$ cat config.mk
export PLATFORM = sky130hd
export DESIGN_NAME = init_reset_ctrl
export DESIGN_NICKNAME = d
export VERILOG_FILES = /design/src/shared/reset_pkg.sv /design/src/rtl/init_reset_ctrl.sv /design/src/rtl/hold_qualifier.sv
export SDC_FILE = /design/constraint.sdc
export NUM_CORES = 1
export LEC_CHECK = 0
export BUFFER_PORTS_ARGS = -buffer_cell sky130_fd_sc_hd__buf_2
export CORE_ASPECT_RATIO = 1.4
export CORE_MARGIN = 10
export CORE_UTILIZATION = 53
export DETAILED_ROUTE_END_ITERATION = 6
export GPL_TIMING_DRIVEN = 0
export PLACE_DENSITY = 0.76
export SYNTH_ARGS = -nofsm -noshare
export SYNTH_HDL_FRONTEND = slang
export SYNTH_HIERARCHICAL = 1
export SYNTH_SLANG_ARGS = --single-unit
export TNS_END_PERCENT = 20
$ cat constraint.sdc
create_clock -name aclk -period 2.6 [get_ports aclk]
set_input_delay 0.13 -clock aclk [delete_from_list [all_inputs] [get_ports aclk]]
set_output_delay 0.13 -clock aclk [all_outputs]
set_load 0.005 [all_outputs]
$ cat src/shared/reset_pkg.sv
// constants, types and register map of the initial reset and load mode block
// assumes a 25 MHz aclk and a word-wide AXI4-Lite slave
//
// How it works
// - four sources combine into one initial reset
// - power-on holds reset until oscillator runs
// - reset pin filtered, held 2 ms
// - key combination low 2 s fires reset
// - build option picks key combination
// - watchdog timeout issues initial reset
// - reset loads step 00, page 1, banks 0
// - reset clears interrupt and decimal flags
// - heavy-load bit written and read back
// - initial reset clears heavy-load bit
// - watchdog fires after 3-4 unserviced seconds
package reset_pkg;

  ////////////////////////////////////////////////////////////////////////////
  // timing
  localparam int CLK_HZ          = 25_000_000;
  localparam int PIN_HOLD_US     = 2000;
  localparam int PIN_HOLD_CYCLES = (CLK_HZ / 1000 * PIN_HOLD_US + 999) / 1000;
  localparam int KEY_HOLD_S      = 2;
  localparam int KEY_HOLD_CYCLES = CLK_HZ * KEY_HOLD_S;
  localparam logic [1:0] WDT_LAST_TICK = 2'h3;

  ////////////////////////////////////////////////////////////////////////////
  // register map: printed offsets are word indices
  localparam int ADDR_W = 16;
  localparam logic [11:0] IDX_LOAD_CTRL = 12'hf71;
  localparam logic [11:0] IDX_WDT_CTRL  = 12'hf76;
  localparam logic [11:0] IDX_CAUSE     = 12'hf80;
  localparam logic [ADDR_W-1:0] ADDR_LOAD_CTRL = {2'h0, IDX_LOAD_CTRL, 2'h0};
  localparam logic [ADDR_W-1:0] ADDR_WDT_CTRL  = {2'h0, IDX_WDT_CTRL, 2'h0};
  localparam logic [ADDR_W-1:0] ADDR_CAUSE     = {2'h0, IDX_CAUSE, 2'h0};

  localparam int LC_HEAVY_BIT = 0;
  localparam int LC_DUTY_BIT  = 1;
  localparam int LC_LIT_BIT   = 2;
  localparam int LC_BLANK_BIT = 3;
  localparam logic [3:0] LOAD_CTRL_RESET = 4'h8;
  localparam int WDT_RESTART_BIT = 0;

  localparam int CAUSE_POR    = 0;
  localparam int CAUSE_PIN    = 1;
  localparam int CAUSE_KEY    = 2;
  localparam int CAUSE_WDT    = 3;
  localparam int CAUSE_ACTIVE = 4;

  localparam logic [1:0] RESP_OKAY   = 2'h0;
  localparam logic [1:0] RESP_SLVERR = 2'h2;

  ////////////////////////////////////////////////////////////////////////////
  // core start values
  localparam logic [7:0] PC_STEP_INIT   = 8'h00;
  localparam logic [3:0] PC_PAGE_INIT   = 4'h1;
  localparam logic [3:0] NEXT_PAGE_INIT = 4'h1;
  localparam logic       BANK_INIT      = 1'h0;
  localparam logic       FLAG_INIT      = 1'h0;

  ////////////////////////////////////////////////////////////////////////////
  // types
  typedef enum logic [1:0] {KEY_OFF, KEY_01, KEY_012, KEY_0123} key_sel_t;
  typedef enum logic [1:0] {ST_HOLD, ST_RELEASE, ST_RUN} seq_state_t;

endpackage

$ cat src/rtl/init_reset_ctrl.sv
// initial reset sequencer with watchdog, reset causes and load control register
// assumes an AXI4-Lite master on aclk; pins are asynchronous to aclk
//
// Design decision made here: register access over AXI4-Lite.
`timescale 1ns/1ps
module init_reset_ctrl
  import reset_pkg::*;
#(
  parameter int       PIN_HOLD        = PIN_HOLD_CYCLES,
  parameter int       KEY_HOLD        = KEY_HOLD_CYCLES,
  parameter key_sel_t KEY_COMBO       = KEY_0123,
  parameter bit       PIN_ACTIVE_HIGH = 1'b1
) (
  input  wire logic              aclk,             // 25 MHz clock
  input  wire logic              aresetn,          // sync reset, low
  input  wire logic [ADDR_W-1:0] awaddr,           // write address
  input  wire logic [2:0]        awprot,           // unused
  input  wire logic              awvalid,          // write address valid
  output logic                   awready,          // write address ready
  input  wire logic [31:0]       wdata,            // write data
  input  wire logic [3:0]        wstrb,            // write strobes
  input  wire logic              wvalid,           // write data valid
  output logic                   wready,           // write data ready
  output logic [1:0]             bresp,            // write response
  output logic                   bvalid,           // write response valid
  input  wire logic              bready,           // write response ready
  input  wire logic [ADDR_W-1:0] araddr,           // read address
  input  wire logic [2:0]        arprot,           // unused
  input  wire logic              arvalid,          // read address valid
  output logic                   arready,          // read address ready
  output logic [31:0]            rdata,            // read data
  output logic [1:0]             rresp,            // read response
  output logic                   rvalid,           // read data valid
  input  wire logic              rready,           // read data ready
  input  wire logic              slow_osc,         // low-speed clock pin
  input  wire logic              slow_osc_running, // oscillator started
  input  wire logic              ext_reset_pin,    // external reset pin
  input  wire logic [3:0]        key_inputs,       // key pins
  input  wire logic              wdt_tick,         // 1 Hz pulse, aclk domain
  output logic                   init_reset,       // initial reset, high
  output logic [7:0]             pc_step,          // step start value
  output logic [3:0]             pc_page,          // page start value
  output logic                   pc_bank,          // bank start value
  output logic [3:0]             next_page_ptr,    // new page start value
  output logic                   next_bank_ptr,    // new bank start value
  output logic                   int_flag,         // interrupt flag value
  output logic                   dec_flag,         // decimal flag value
  output logic                   heavy_load_sel,   // heavy-load mode
  output logic                   all_dots_blank,   // all dots off
  output logic                   all_dots_lit,     // all dots on
  output logic                   drive_duty_sel    // drive duty select
);

  ////////////////////////////////////////////////////////////////////////////
  // state

  typedef struct packed {
    logic [6:0]        sync1;
    logic [6:0]        sync2;
    logic              slow_prev;
    logic              por_pending;
    seq_state_t        state;
    logic              init_reset;
    logic [1:0]        wdt_cnt;
    logic [4:0]        cause;
    logic [3:0]        load_ctrl;
    logic [7:0]        pc_step;
    logic [3:0]        pc_page;
    logic              pc_bank;
    logic [3:0]        next_page;
    logic              next_bank;
    logic              int_flag;
    logic              dec_flag;
    logic              aw_held;
    logic [ADDR_W-1:0] awaddr_q;
    logic              w_held;
    logic [31:0]       wdata_q;
    logic              wstrb_q;
    logic              awready;
    logic              wready;
    logic              bvalid;
    logic [1:0]        bresp;
    logic              arready;
    logic              rvalid;
    logic [31:0]       rdata;
    logic [1:0]        rresp;
  } state_t;

  state_t r;
  state_t n;

  ////////////////////////////////////////////////////////////////////////////
  // synchronised pins and sources

  logic       slow_s;
  logic       osc_run_s;
  logic       pin_s;
  logic [3:0] keys_s;
  logic       slow_edge;
  logic       pin_level;
  logic [3:0] key_mask;
  logic       keys_low;
  logic       pin_hit;
  logic       key_hit;
  logic       wdt_fire;
  logic       src;

  assign slow_s    = r.sync2[0];
  assign osc_run_s = r.sync2[1];
  assign pin_s     = r.sync2[2];
  assign keys_s    = r.sync2[6:3];
  assign slow_edge = slow_s && !r.slow_prev;
  assign pin_level = PIN_ACTIVE_HIGH ? pin_s : !pin_s;

  always_comb begin
    unique case (KEY_COMBO)
      KEY_OFF:  key_mask = 4'h0;
      KEY_01:   key_mask = 4'h3;
      KEY_012:  key_mask = 4'h7;
      KEY_0123: key_mask = 4'hf;
    endcase
  end

  assign keys_low = (key_mask != 4'h0) && ((keys_s & key_mask) == 4'h0);

  hold_qualifier #(
    .CYCLES (PIN_HOLD)
  ) u_pin_filter (
    .aclk    (aclk),
    .aresetn (aresetn),
    .level   (pin_level),
    .hit     (pin_hit)
  );

  hold_qualifier #(
    .CYCLES (KEY_HOLD)
  ) u_key_filter (
    .aclk    (aclk),
    .aresetn (aresetn),
    .level   (keys_low),
    .hit     (key_hit)
  );

  assign wdt_fire = wdt_tick && (r.wdt_cnt == WDT_LAST_TICK) && (r.state == ST_RUN);
  assign src      = r.por_pending | pin_hit | key_hit | wdt_fire;

  ////////////////////////////////////////////////////////////////////////////
  // register bus decode

  logic wr_go;
  logic wr_hit;
  logic wr_restart;
  logic ar_go;
  logic ar_hit;

  assign wr_go  = r.aw_held && r.w_held && !r.bvalid;
  assign wr_hit = (r.awaddr_q == ADDR_LOAD_CTRL) || (r.awaddr_q == ADDR_WDT_CTRL) ||
                  (r.awaddr_q == ADDR_CAUSE);
  assign wr_restart = wr_go && r.wstrb_q && (r.awaddr_q == ADDR_WDT_CTRL) &&
                      r.wdata_q[WDT_RESTART_BIT];
  assign ar_go  = r.arready && arvalid;
  assign ar_hit = (araddr == ADDR_LOAD_CTRL) || (araddr == ADDR_WDT_CTRL) ||
                  (araddr == ADDR_CAUSE);

  ////////////////////////////////////////////////////////////////////////////
  // next state

  always_comb begin
    n = r;
    n.sync1     = {key_inputs, ext_reset_pin, slow_osc_running, slow_osc};
    n.sync2     = r.sync1;
    n.slow_prev = slow_s;

    if (osc_run_s) begin
      n.por_pending = 1'b0;
    end

    // watchdog: restarted by software or held cleared while in reset
    if ((r.state != ST_RUN) || wr_restart) begin
      n.wdt_cnt = 2'h0;
    end else if (wdt_tick) begin
      n.wdt_cnt = r.wdt_cnt + 2'h1;
    end

    unique case (r.state)
      ST_RUN: begin
        if (src) begin
          n.state      = ST_HOLD;
          n.init_reset = 1'b1;
        end
      end
      ST_HOLD: begin
        if (!src) begin
          n.state = ST_RELEASE;
        end
      end
      ST_RELEASE: begin
        if (src) begin
          n.state = ST_HOLD;
        end else if (slow_edge) begin
          n.state      = ST_RUN;
          n.init_reset = 1'b0;
        end
      end
      default: begin
        n.state      = ST_HOLD;
        n.init_reset = 1'b1;
      end
    endcase

    // write channel
    if (r.awready && awvalid) begin
      n.aw_held  = 1'b1;
      n.awaddr_q = awaddr;
    end
    if (r.wready && wvalid) begin
      n.w_held  = 1'b1;
      n.wdata_q = wdata;
      n.wstrb_q = wstrb[0];
    end
    if (r.bvalid && bready) begin
      n.bvalid = 1'b0;
    end
    if (wr_go) begin
      n.aw_held = 1'b0;
      n.w_held  = 1'b0;
      n.bvalid  = 1'b1;
      n.bresp   = wr_hit ? RESP_OKAY : RESP_SLVERR;
      if (r.wstrb_q && (r.awaddr_q == ADDR_LOAD_CTRL)) begin
        n.load_ctrl = r.wdata_q[3:0];
      end
      if (r.wstrb_q && (r.awaddr_q == ADDR_CAUSE)) begin
        n.cause = r.cause & ~r.wdata_q[4:0];
      end
    end
    n.awready = !n.aw_held && !n.bvalid;
    n.wready  = !n.w_held && !n.bvalid;

    // cause flags: a new event wins over a clear in the same cycle
    n.cause[CAUSE_POR]    = n.cause[CAUSE_POR] | r.por_pending;
    n.cause[CAUSE_PIN]    = n.cause[CAUSE_PIN] | pin_hit;
    n.cause[CAUSE_KEY]    = n.cause[CAUSE_KEY] | key_hit;
    n.cause[CAUSE_WDT]    = n.cause[CAUSE_WDT] | wdt_fire;
    n.cause[CAUSE_ACTIVE] = r.init_reset;

    // read channel
    if (r.rvalid && rready) begin
      n.rvalid = 1'b0;
    end
    if (ar_go) begin
      n.rvalid = 1'b1;
      n.rresp  = ar_hit ? RESP_OKAY : RESP_SLVERR;
      if (araddr == ADDR_LOAD_CTRL) begin
        n.rdata = {28'h0, r.load_ctrl};
      end else if (araddr == ADDR_CAUSE) begin
        n.rdata = {27'h0, r.cause};
      end else begin
        n.rdata = 32'h0;
      end
    end
    n.arready = !n.rvalid;

    // initial reset: start values, control register back to defaults
    if (r.init_reset) begin
      n.load_ctrl = LOAD_CTRL_RESET;
      n.pc_step   = PC_STEP_INIT;
      n.pc_page   = PC_PAGE_INIT;
      n.pc_bank   = BANK_INIT;
      n.next_page = NEXT_PAGE_INIT;
      n.next_bank = BANK_INIT;
      n.int_flag  = FLAG_INIT;
      n.dec_flag  = FLAG_INIT;
    end
  end

  ////////////////////////////////////////////////////////////////////////////
  // registers

  always_ff @(posedge aclk) begin
    if (!aresetn) begin
      r             <= '0;
      r.por_pending <= 1'b1;
      r.state       <= ST_HOLD;
      r.init_reset  <= 1'b1;
      r.load_ctrl   <= LOAD_CTRL_RESET;
      r.pc_page     <= PC_PAGE_INIT;
      r.next_page   <= NEXT_PAGE_INIT;
    end else begin
      r <= n;
    end
  end

  ////////////////////////////////////////////////////////////////////////////
  // outputs

  assign awready        = r.awready;
  assign wready         = r.wready;
  assign bvalid         = r.bvalid;
  assign bresp          = r.bresp;
  assign arready        = r.arready;
  assign rvalid         = r.rvalid;
  assign rdata          = r.rdata;
  assign rresp          = r.rresp;
  assign init_reset     = r.init_reset;
  assign pc_step        = r.pc_step;
  assign pc_page        = r.pc_page;
  assign pc_bank        = r.pc_bank;
  assign next_page_ptr  = r.next_page;
  assign next_bank_ptr  = r.next_bank;
  assign int_flag       = r.int_flag;
  assign dec_flag       = r.dec_flag;
  assign heavy_load_sel = r.load_ctrl[LC_HEAVY_BIT];
  assign all_dots_blank = r.load_ctrl[LC_BLANK_BIT];
  assign all_dots_lit   = r.load_ctrl[LC_LIT_BIT];
  assign drive_duty_sel = r.load_ctrl[LC_DUTY_BIT];

endmodule // init_reset_ctrl

$ cat src/rtl/hold_qualifier.sv
// level qualifier: output rises once the input has stayed high for CYCLES clocks
// assumes level is already synchronous to aclk
`timescale 1ns/1ps
module hold_qualifier
  import reset_pkg::*;
#(
  parameter int CYCLES = 2
) (
  input  wire logic aclk,    // clock
  input  wire logic aresetn, // sync reset
  input  wire logic level,   // qualified input
  output logic      hit      // held long enough
);

  localparam logic [31:0] LAST = 32'(CYCLES - 1);

  typedef struct packed {
    logic [31:0] cnt;
    logic        hit;
  } qual_t;

  qual_t r;
  qual_t n;

  always_comb begin
    n = r;
    if (!level) begin
      n.cnt = '0;
    end else if (r.cnt != LAST) begin
      n.cnt = r.cnt + 32'h1;
    end
    n.hit = level && (r.cnt == LAST);
  end

  always_ff @(posedge aclk) begin
    if (!aresetn) begin
      r <= '0;
    end else begin
      r <= n;
    end
  end

  assign hit = r.hit;

endmodule // hold_qualifier

Word-level counts from Yosys, hierarchy flattened
Index checks and enable logic that the tools add are counted.
- add/sub/neg operators: 3
- eq/ne operators: 19
- bitwise logic cells: 11
- muxes and demuxes: 22
- reductions and logical operators: 39
- operators by type and width (kind ; number):
    $eq 16x14->1 const B ; 6
    $add 32x1->32 const B ; 2
    $mux 35 ; 1
    $mux 34 ; 1
    $eq 32x16->1 const B ; 1
    $eq 32x26->1 const B ; 1
    $ne 32x16->1 const B ; 1
    $ne 32x26->1 const B ; 1
    $logic_and 1x1->1 ; 19
    $mux 17 ; 1
    $mux 5 ; 2
    $ne 2x2->1 const B ; 5
    $mux 3 ; 3
    $mux 2 ; 4
    $mux 4 ; 2
    $mux 8 ; 1
    $or 1x1->1 ; 7
    $logic_not 1->1 ; 6
    $pmux 2 s3 ; 1
    $reduce_and 2->1 ; 3
    $logic_or 1x1->1 ; 5
    $mux 1 ; 5
    $and 4x4->4 ; 1
    $eq 2x2->1 const B ; 2
    11 further kinds ; 13
- input port bits: 89
- register bits: 188
- logic and storage cells: 120

Depth between registers and ports, before layout
- depth in word-level cells: 7
- depth in mapped cells: 7
- mapped depth without buffers: 6

Hierarchy
The synthesis kept the hierarchy.
- by module, submodules not included (module ; area an instance (um^2) ; instances ; cells an instance):
    init_reset_ctrl ; 2959.1 ; 1 ; 332
    hold_qualifier at u_pin_filter ; 1599.0 ; 1 ; 190
    hold_qualifier at u_key_filter ; 1592.8 ; 1 ; 183

Worst setup path after synthesis
Ideal clock, no wire load.
- kind: reg-to-reg
- start point: register u_pin_filter/r[6] (netlist name)
- end point: register u_pin_filter/r[32] (netlist name)
- path slack: 0.677 ns
- data arrival time: 1.795 ns
- clock period less this slack: 1.923 ns
- cell stages (with the launch flop): 7
- library setup time: 0.128 ns
- cells stage by stage: dfxtp_1 > buf_4 > nand4_1 > or4_4 > or4_4 > xor2_1 > nor2_1
- cells in the longest elaborated chain, start to end: 1
- ends and longest elaborated chain (what ; RTL line ; source):
    start: declaration ; hold_qualifier.sv:22 ; qual_t r;
    start signal: assignment ; hold_qualifier.sv:39 ; r <= n;
    $add 32x1->32 / $ne 32x16->1 (equally long branches) ; hold_qualifier.sv:30, hold_qualifier.sv:29 ;
Parallel ways exist; a longest one is shown, timed or not.
A chain may end at the register's enable or synchronous reset.

Final worst setup path
- start point: register u_pin_filter/r[10] (netlist name)
- end point: register u_pin_filter/r[32] (netlist name)
Same word-level chain as after synthesis.

==> flow_summary.yaml <==
yosys:
  synth.distinct_cells: 58
  synthTopCellsByArea: "dfxtp_1, buf_4, xnor2_1, nand2_1, nor2_1"
  synth_commonest_cells: "dfxtp_1, nand2_1, nor2_1"
  synth_most_common_cell: "dfxtp_1"
  yosysSeqAreaShare_pct: 42.6
  synth_edf_count: 0
  synthesis.area_um2: 6150
  yosys.area.top_type: "dfxtp_1"
  synthMuxAreaShare_pct: 0.651
  synth-simple-area-share_pct: 29.8
  synth-compound-area-share_pct: 9.68
  synthFlopType: "dfxtp_1"
  synth_fa_ha_area_share_pct: 0.610
  syn_area_per_cell_um2: 8.72
  synthCells: 705
  synth_top_family_by_area: "simple AND/OR/NAND/NOR gates"
  synthArstFlopShare_pct: 0
  synth-warning-count: 6
  synth_top_area_share_pct: 42.6
  synthXorXnorAreaFrac_pct: 6.69
  ys_ff_latch: 131
floorplan:
  start_util_pct: 54.2
  core_um2: 11300
  rows: 46
  num_io_pins: 155
  die_x_um: 111
  dieArea_um2: 16400
  die_h_um: 147
routing:
  wl_per_cell_um: 15.0
  route.met2.wl_um: 8000
  route.detailed.drc: 0
  first_pass_iters: 6
  wl_met3_um: 942
  routed_wl_um: 15300
  ant_nets: 0
  viasPerCell: 5.35
  drtIter0Drc: 278
  vias: 5445
  highest_layer: "met4"
  drt-met1-wl_um: 6020
power_and_ir_drop:
  switching_share_pct: 21.5
  clkPwrFrac_pct: 48.7
  p_int_mw: 3.66
  p_leak_nw: 3.02
  p_sw_mw: 1.00
  power_frac_seq_pct: 44.7
  ir_drop_mv: 0.466
  p_comb_share_pct: 6.6
  pwr_density_cell_nw_per_um2: 611
critical_path:
  startpoint_type: "flop"
  crit_required_ns: 2.88
  crit_top_cell: "or4_4"
  critPathTopFamily: "simple AND/OR/NAND/NOR gates"
  path_cells: "nand4_1, or4_4, or4_4, xor2_1, nor2_1"
  cpPeakStageDelay_ns: 0.63
  cp.arrival_ns: 2.42
  crit_path_end_kind: "flop"
  reg2reg_slack_ns: 0.46
  worst-path-buf-inv: 0
  worstPathMaxFanout: 7
  crit_type: "flop to flop"
  critPathSlowestCell: "or4_4"
global_route:
  grt_pass1_wl_um: 24900
  antenna_found_initial: 0
  grt_pass1_vias: 5306
  track_usage_pct: 18.0
  grt_max_degree: 17
  gr-total-overflow: 0
place:
  dp_hpwl_um: 11100
  portBuffers: 68
  placed_cells: 964
  gp_congestion: 0.934
clocking:
  cts_tree: "done"
  cts.sinks: 131
  clk_pin_slew_worst_paths_ns: 0.05
  cts_max_path_buffers: 2
  ctsHtreeMaxLevel: 4
  clk_latency_ns: 0.41
  cts_root_buf: "clkbuf_16"
  ctsResizeCount: 0
  numCtsBuffers: 17
timing:
  skew_ns: 0.00715
  fin_crit_sh_pct: 82.2
  layout_min_cycle_time_ns: 2.14
  worst_slew_pin_slew_ns: 0.867
  hold_viol_final: 0
  setup_tns_ns: 0
  setup_viol: 0
  drv_slew: 0
  clock.fmax_mhz: 468
  slew-limit-headroom_pct: 41.7
  rsz0062_at_grt: "no"
layout:
  final_nets: 953
  regArea_um2: 2620
  fill_cells: 914
  multi_input_area_um2: 3100
  drive_above_1_share_pct: 20.5
  stdcell_count: 1018
  diodes: 0
  area_growth_pct: 24.2
run_status:
  status: "finished, final reports clean"
min_path:
  min_path_type: "input pin to flop"
job:
  maxCapViolCount: 0
kinds of logic (layout without fill, tap and decap cells):
kind of cell	after synthesis	after routing
fa+ha+maj	3	3
simple gates	328	328
other cells	2	49
compound gates	92	92
mux	4	4
flops	131	131
xor+xnor	47	47
buf+inv	98	220
tightest hold or removal path: stages:
cell and delay [ns]:
buf_2 0.10, nand2_1 0.05, a21boi_0 0.08
layer usage:
metal | track usage, % | vias up
met3 | 5.27 | 34
met1 | 18.2 | 2522
met2 | 33.7 | 209
met5 | 0 | -
li1 | - | 2680
met4 | 7.41 | 0
placed cells by master (no fill, tap or decap), types with 4 or more instances in the layout:
| cell | instances |
|---|---|
| dfxtp_1 | 131 |
| buf_2 | 72 |
| nand2_1 | 70 |
| nor2_1 | 65 |
| buf_4 | 59 |
| conb_1 | 49 |
| xnor2_1 | 37 |
| nand3_1 | 31 |
| a21boi_0 | 24 |
| clkbuf_1 | 22 |
| o21ai_0 | 22 |
| dlygate4sd3_1 | 22 |
| nand4_1 | 21 |
| and2_1 | 20 |
| nor3_1 | 20 |
| a21oi_1 | 20 |
| clkbuf_16 | 17 |
| nor4_1 | 16 |
| and3_1 | 16 |
| and4_1 | 14 |
| inv_1 | 14 |
| or3_1 | 13 |
| xor2_1 | 10 |
| clkinv_2 | 7 |
| a31oi_1 | 5 |
| a41oi_1 | 5 |
| mux2i_1 | 4 |
| o21a_1 | 4 |
| nor3_2 | 4 |
through the flow:
step | util (%) | area (µm²) | total power [mW] | hold WS (ns) | setup slack (ns)
2_1_floorplan | - | 6330 | 2.30 | 0.257 | 0.677
4_1_cts | 67.4 | 7640 | 4.68 | 0.00104 | 0.483
3_5_place_dp | 60.4 | 6850 | 2.40 | 0.341 | 0.489
6_report | 67.4 | 7640 | 4.67 | 0.00634 | 0.463
5_1_grt | 67.4 | 7640 | 4.83 | 0.0159 | 0.323
3_3_place_gp | 60.4 | 6850 | 2.39 | 0.335 | 0.534
registers in the layout (all words and copies together) (netlist names):
| name | flops |
|---|---|
| init_reset | 1 |
| u_key_filter/r | 32 |
| heavy_load_sel | 1 |
| u_key_filter/hit | 1 |
| drive_duty_sel | 1 |
| all_dots_blank | 1 |
| osc_run_s | 1 |
| u_pin_filter/r | 32 |
| bvalid | 1 |
| awready | 1 |
| arready | 1 |
| wready | 1 |
| keys_s | 4 |
| u_pin_filter/hit | 1 |
| all_dots_lit | 1 |
| r | 34 |
| pin_level | 1 |
| n | 8 |
| rvalid | 1 |
| bresp | 1 |
| rdata | 5 |
| rresp | 1 |
power by group through the flow:
stage / registers [mW] / clock network (mW) / logic [mW]
floorplan: 2.12 / 0 / 0.181
global placement: 2.13 / 0 / 0.265
detailed placement: 2.13 / 0 / 0.271
CTS: 2.09 / 2.30 / 0.299
global route: 2.09 / 2.39 / 0.341
finish: 2.09 / 2.27 / 0.307
worst paths after layout:
| path | endpoint | cells past startpoint | start |
|---|---|---|---|
| setup / recovery | u_pin_filter/r[32] | 5 | u_pin_filter/r[10] |
| hold / removal | r[82] | 3 | awaddr[7] |
| setup reg to reg | u_pin_filter/r[32] | 5 | u_pin_filter/r[10] |
| hold reg to reg | r[126] | 1 | osc_run_s |
cell type report:
class / count / share of cell area [%]
Clock buffer: 21 / 6.03
Tap cell: 144 / 2.36
Timing Repair Buffer: 90 / 7.34
Multi-Input combinational cell: 523 / 40.6
Clock inverter: 11 / 1.44
Sequential cell: 131 / 34.3
Inverter: 14 / 0.688
Buffer: 84 / 7.19
timing repair:
item / 4_1_cts / 5_1_grt
buffers inserted: 0 / 0
endpoints found under the hold margin: 22 / 0
hold buffers: 22 / 0
(Power assumes the default switching activity.)
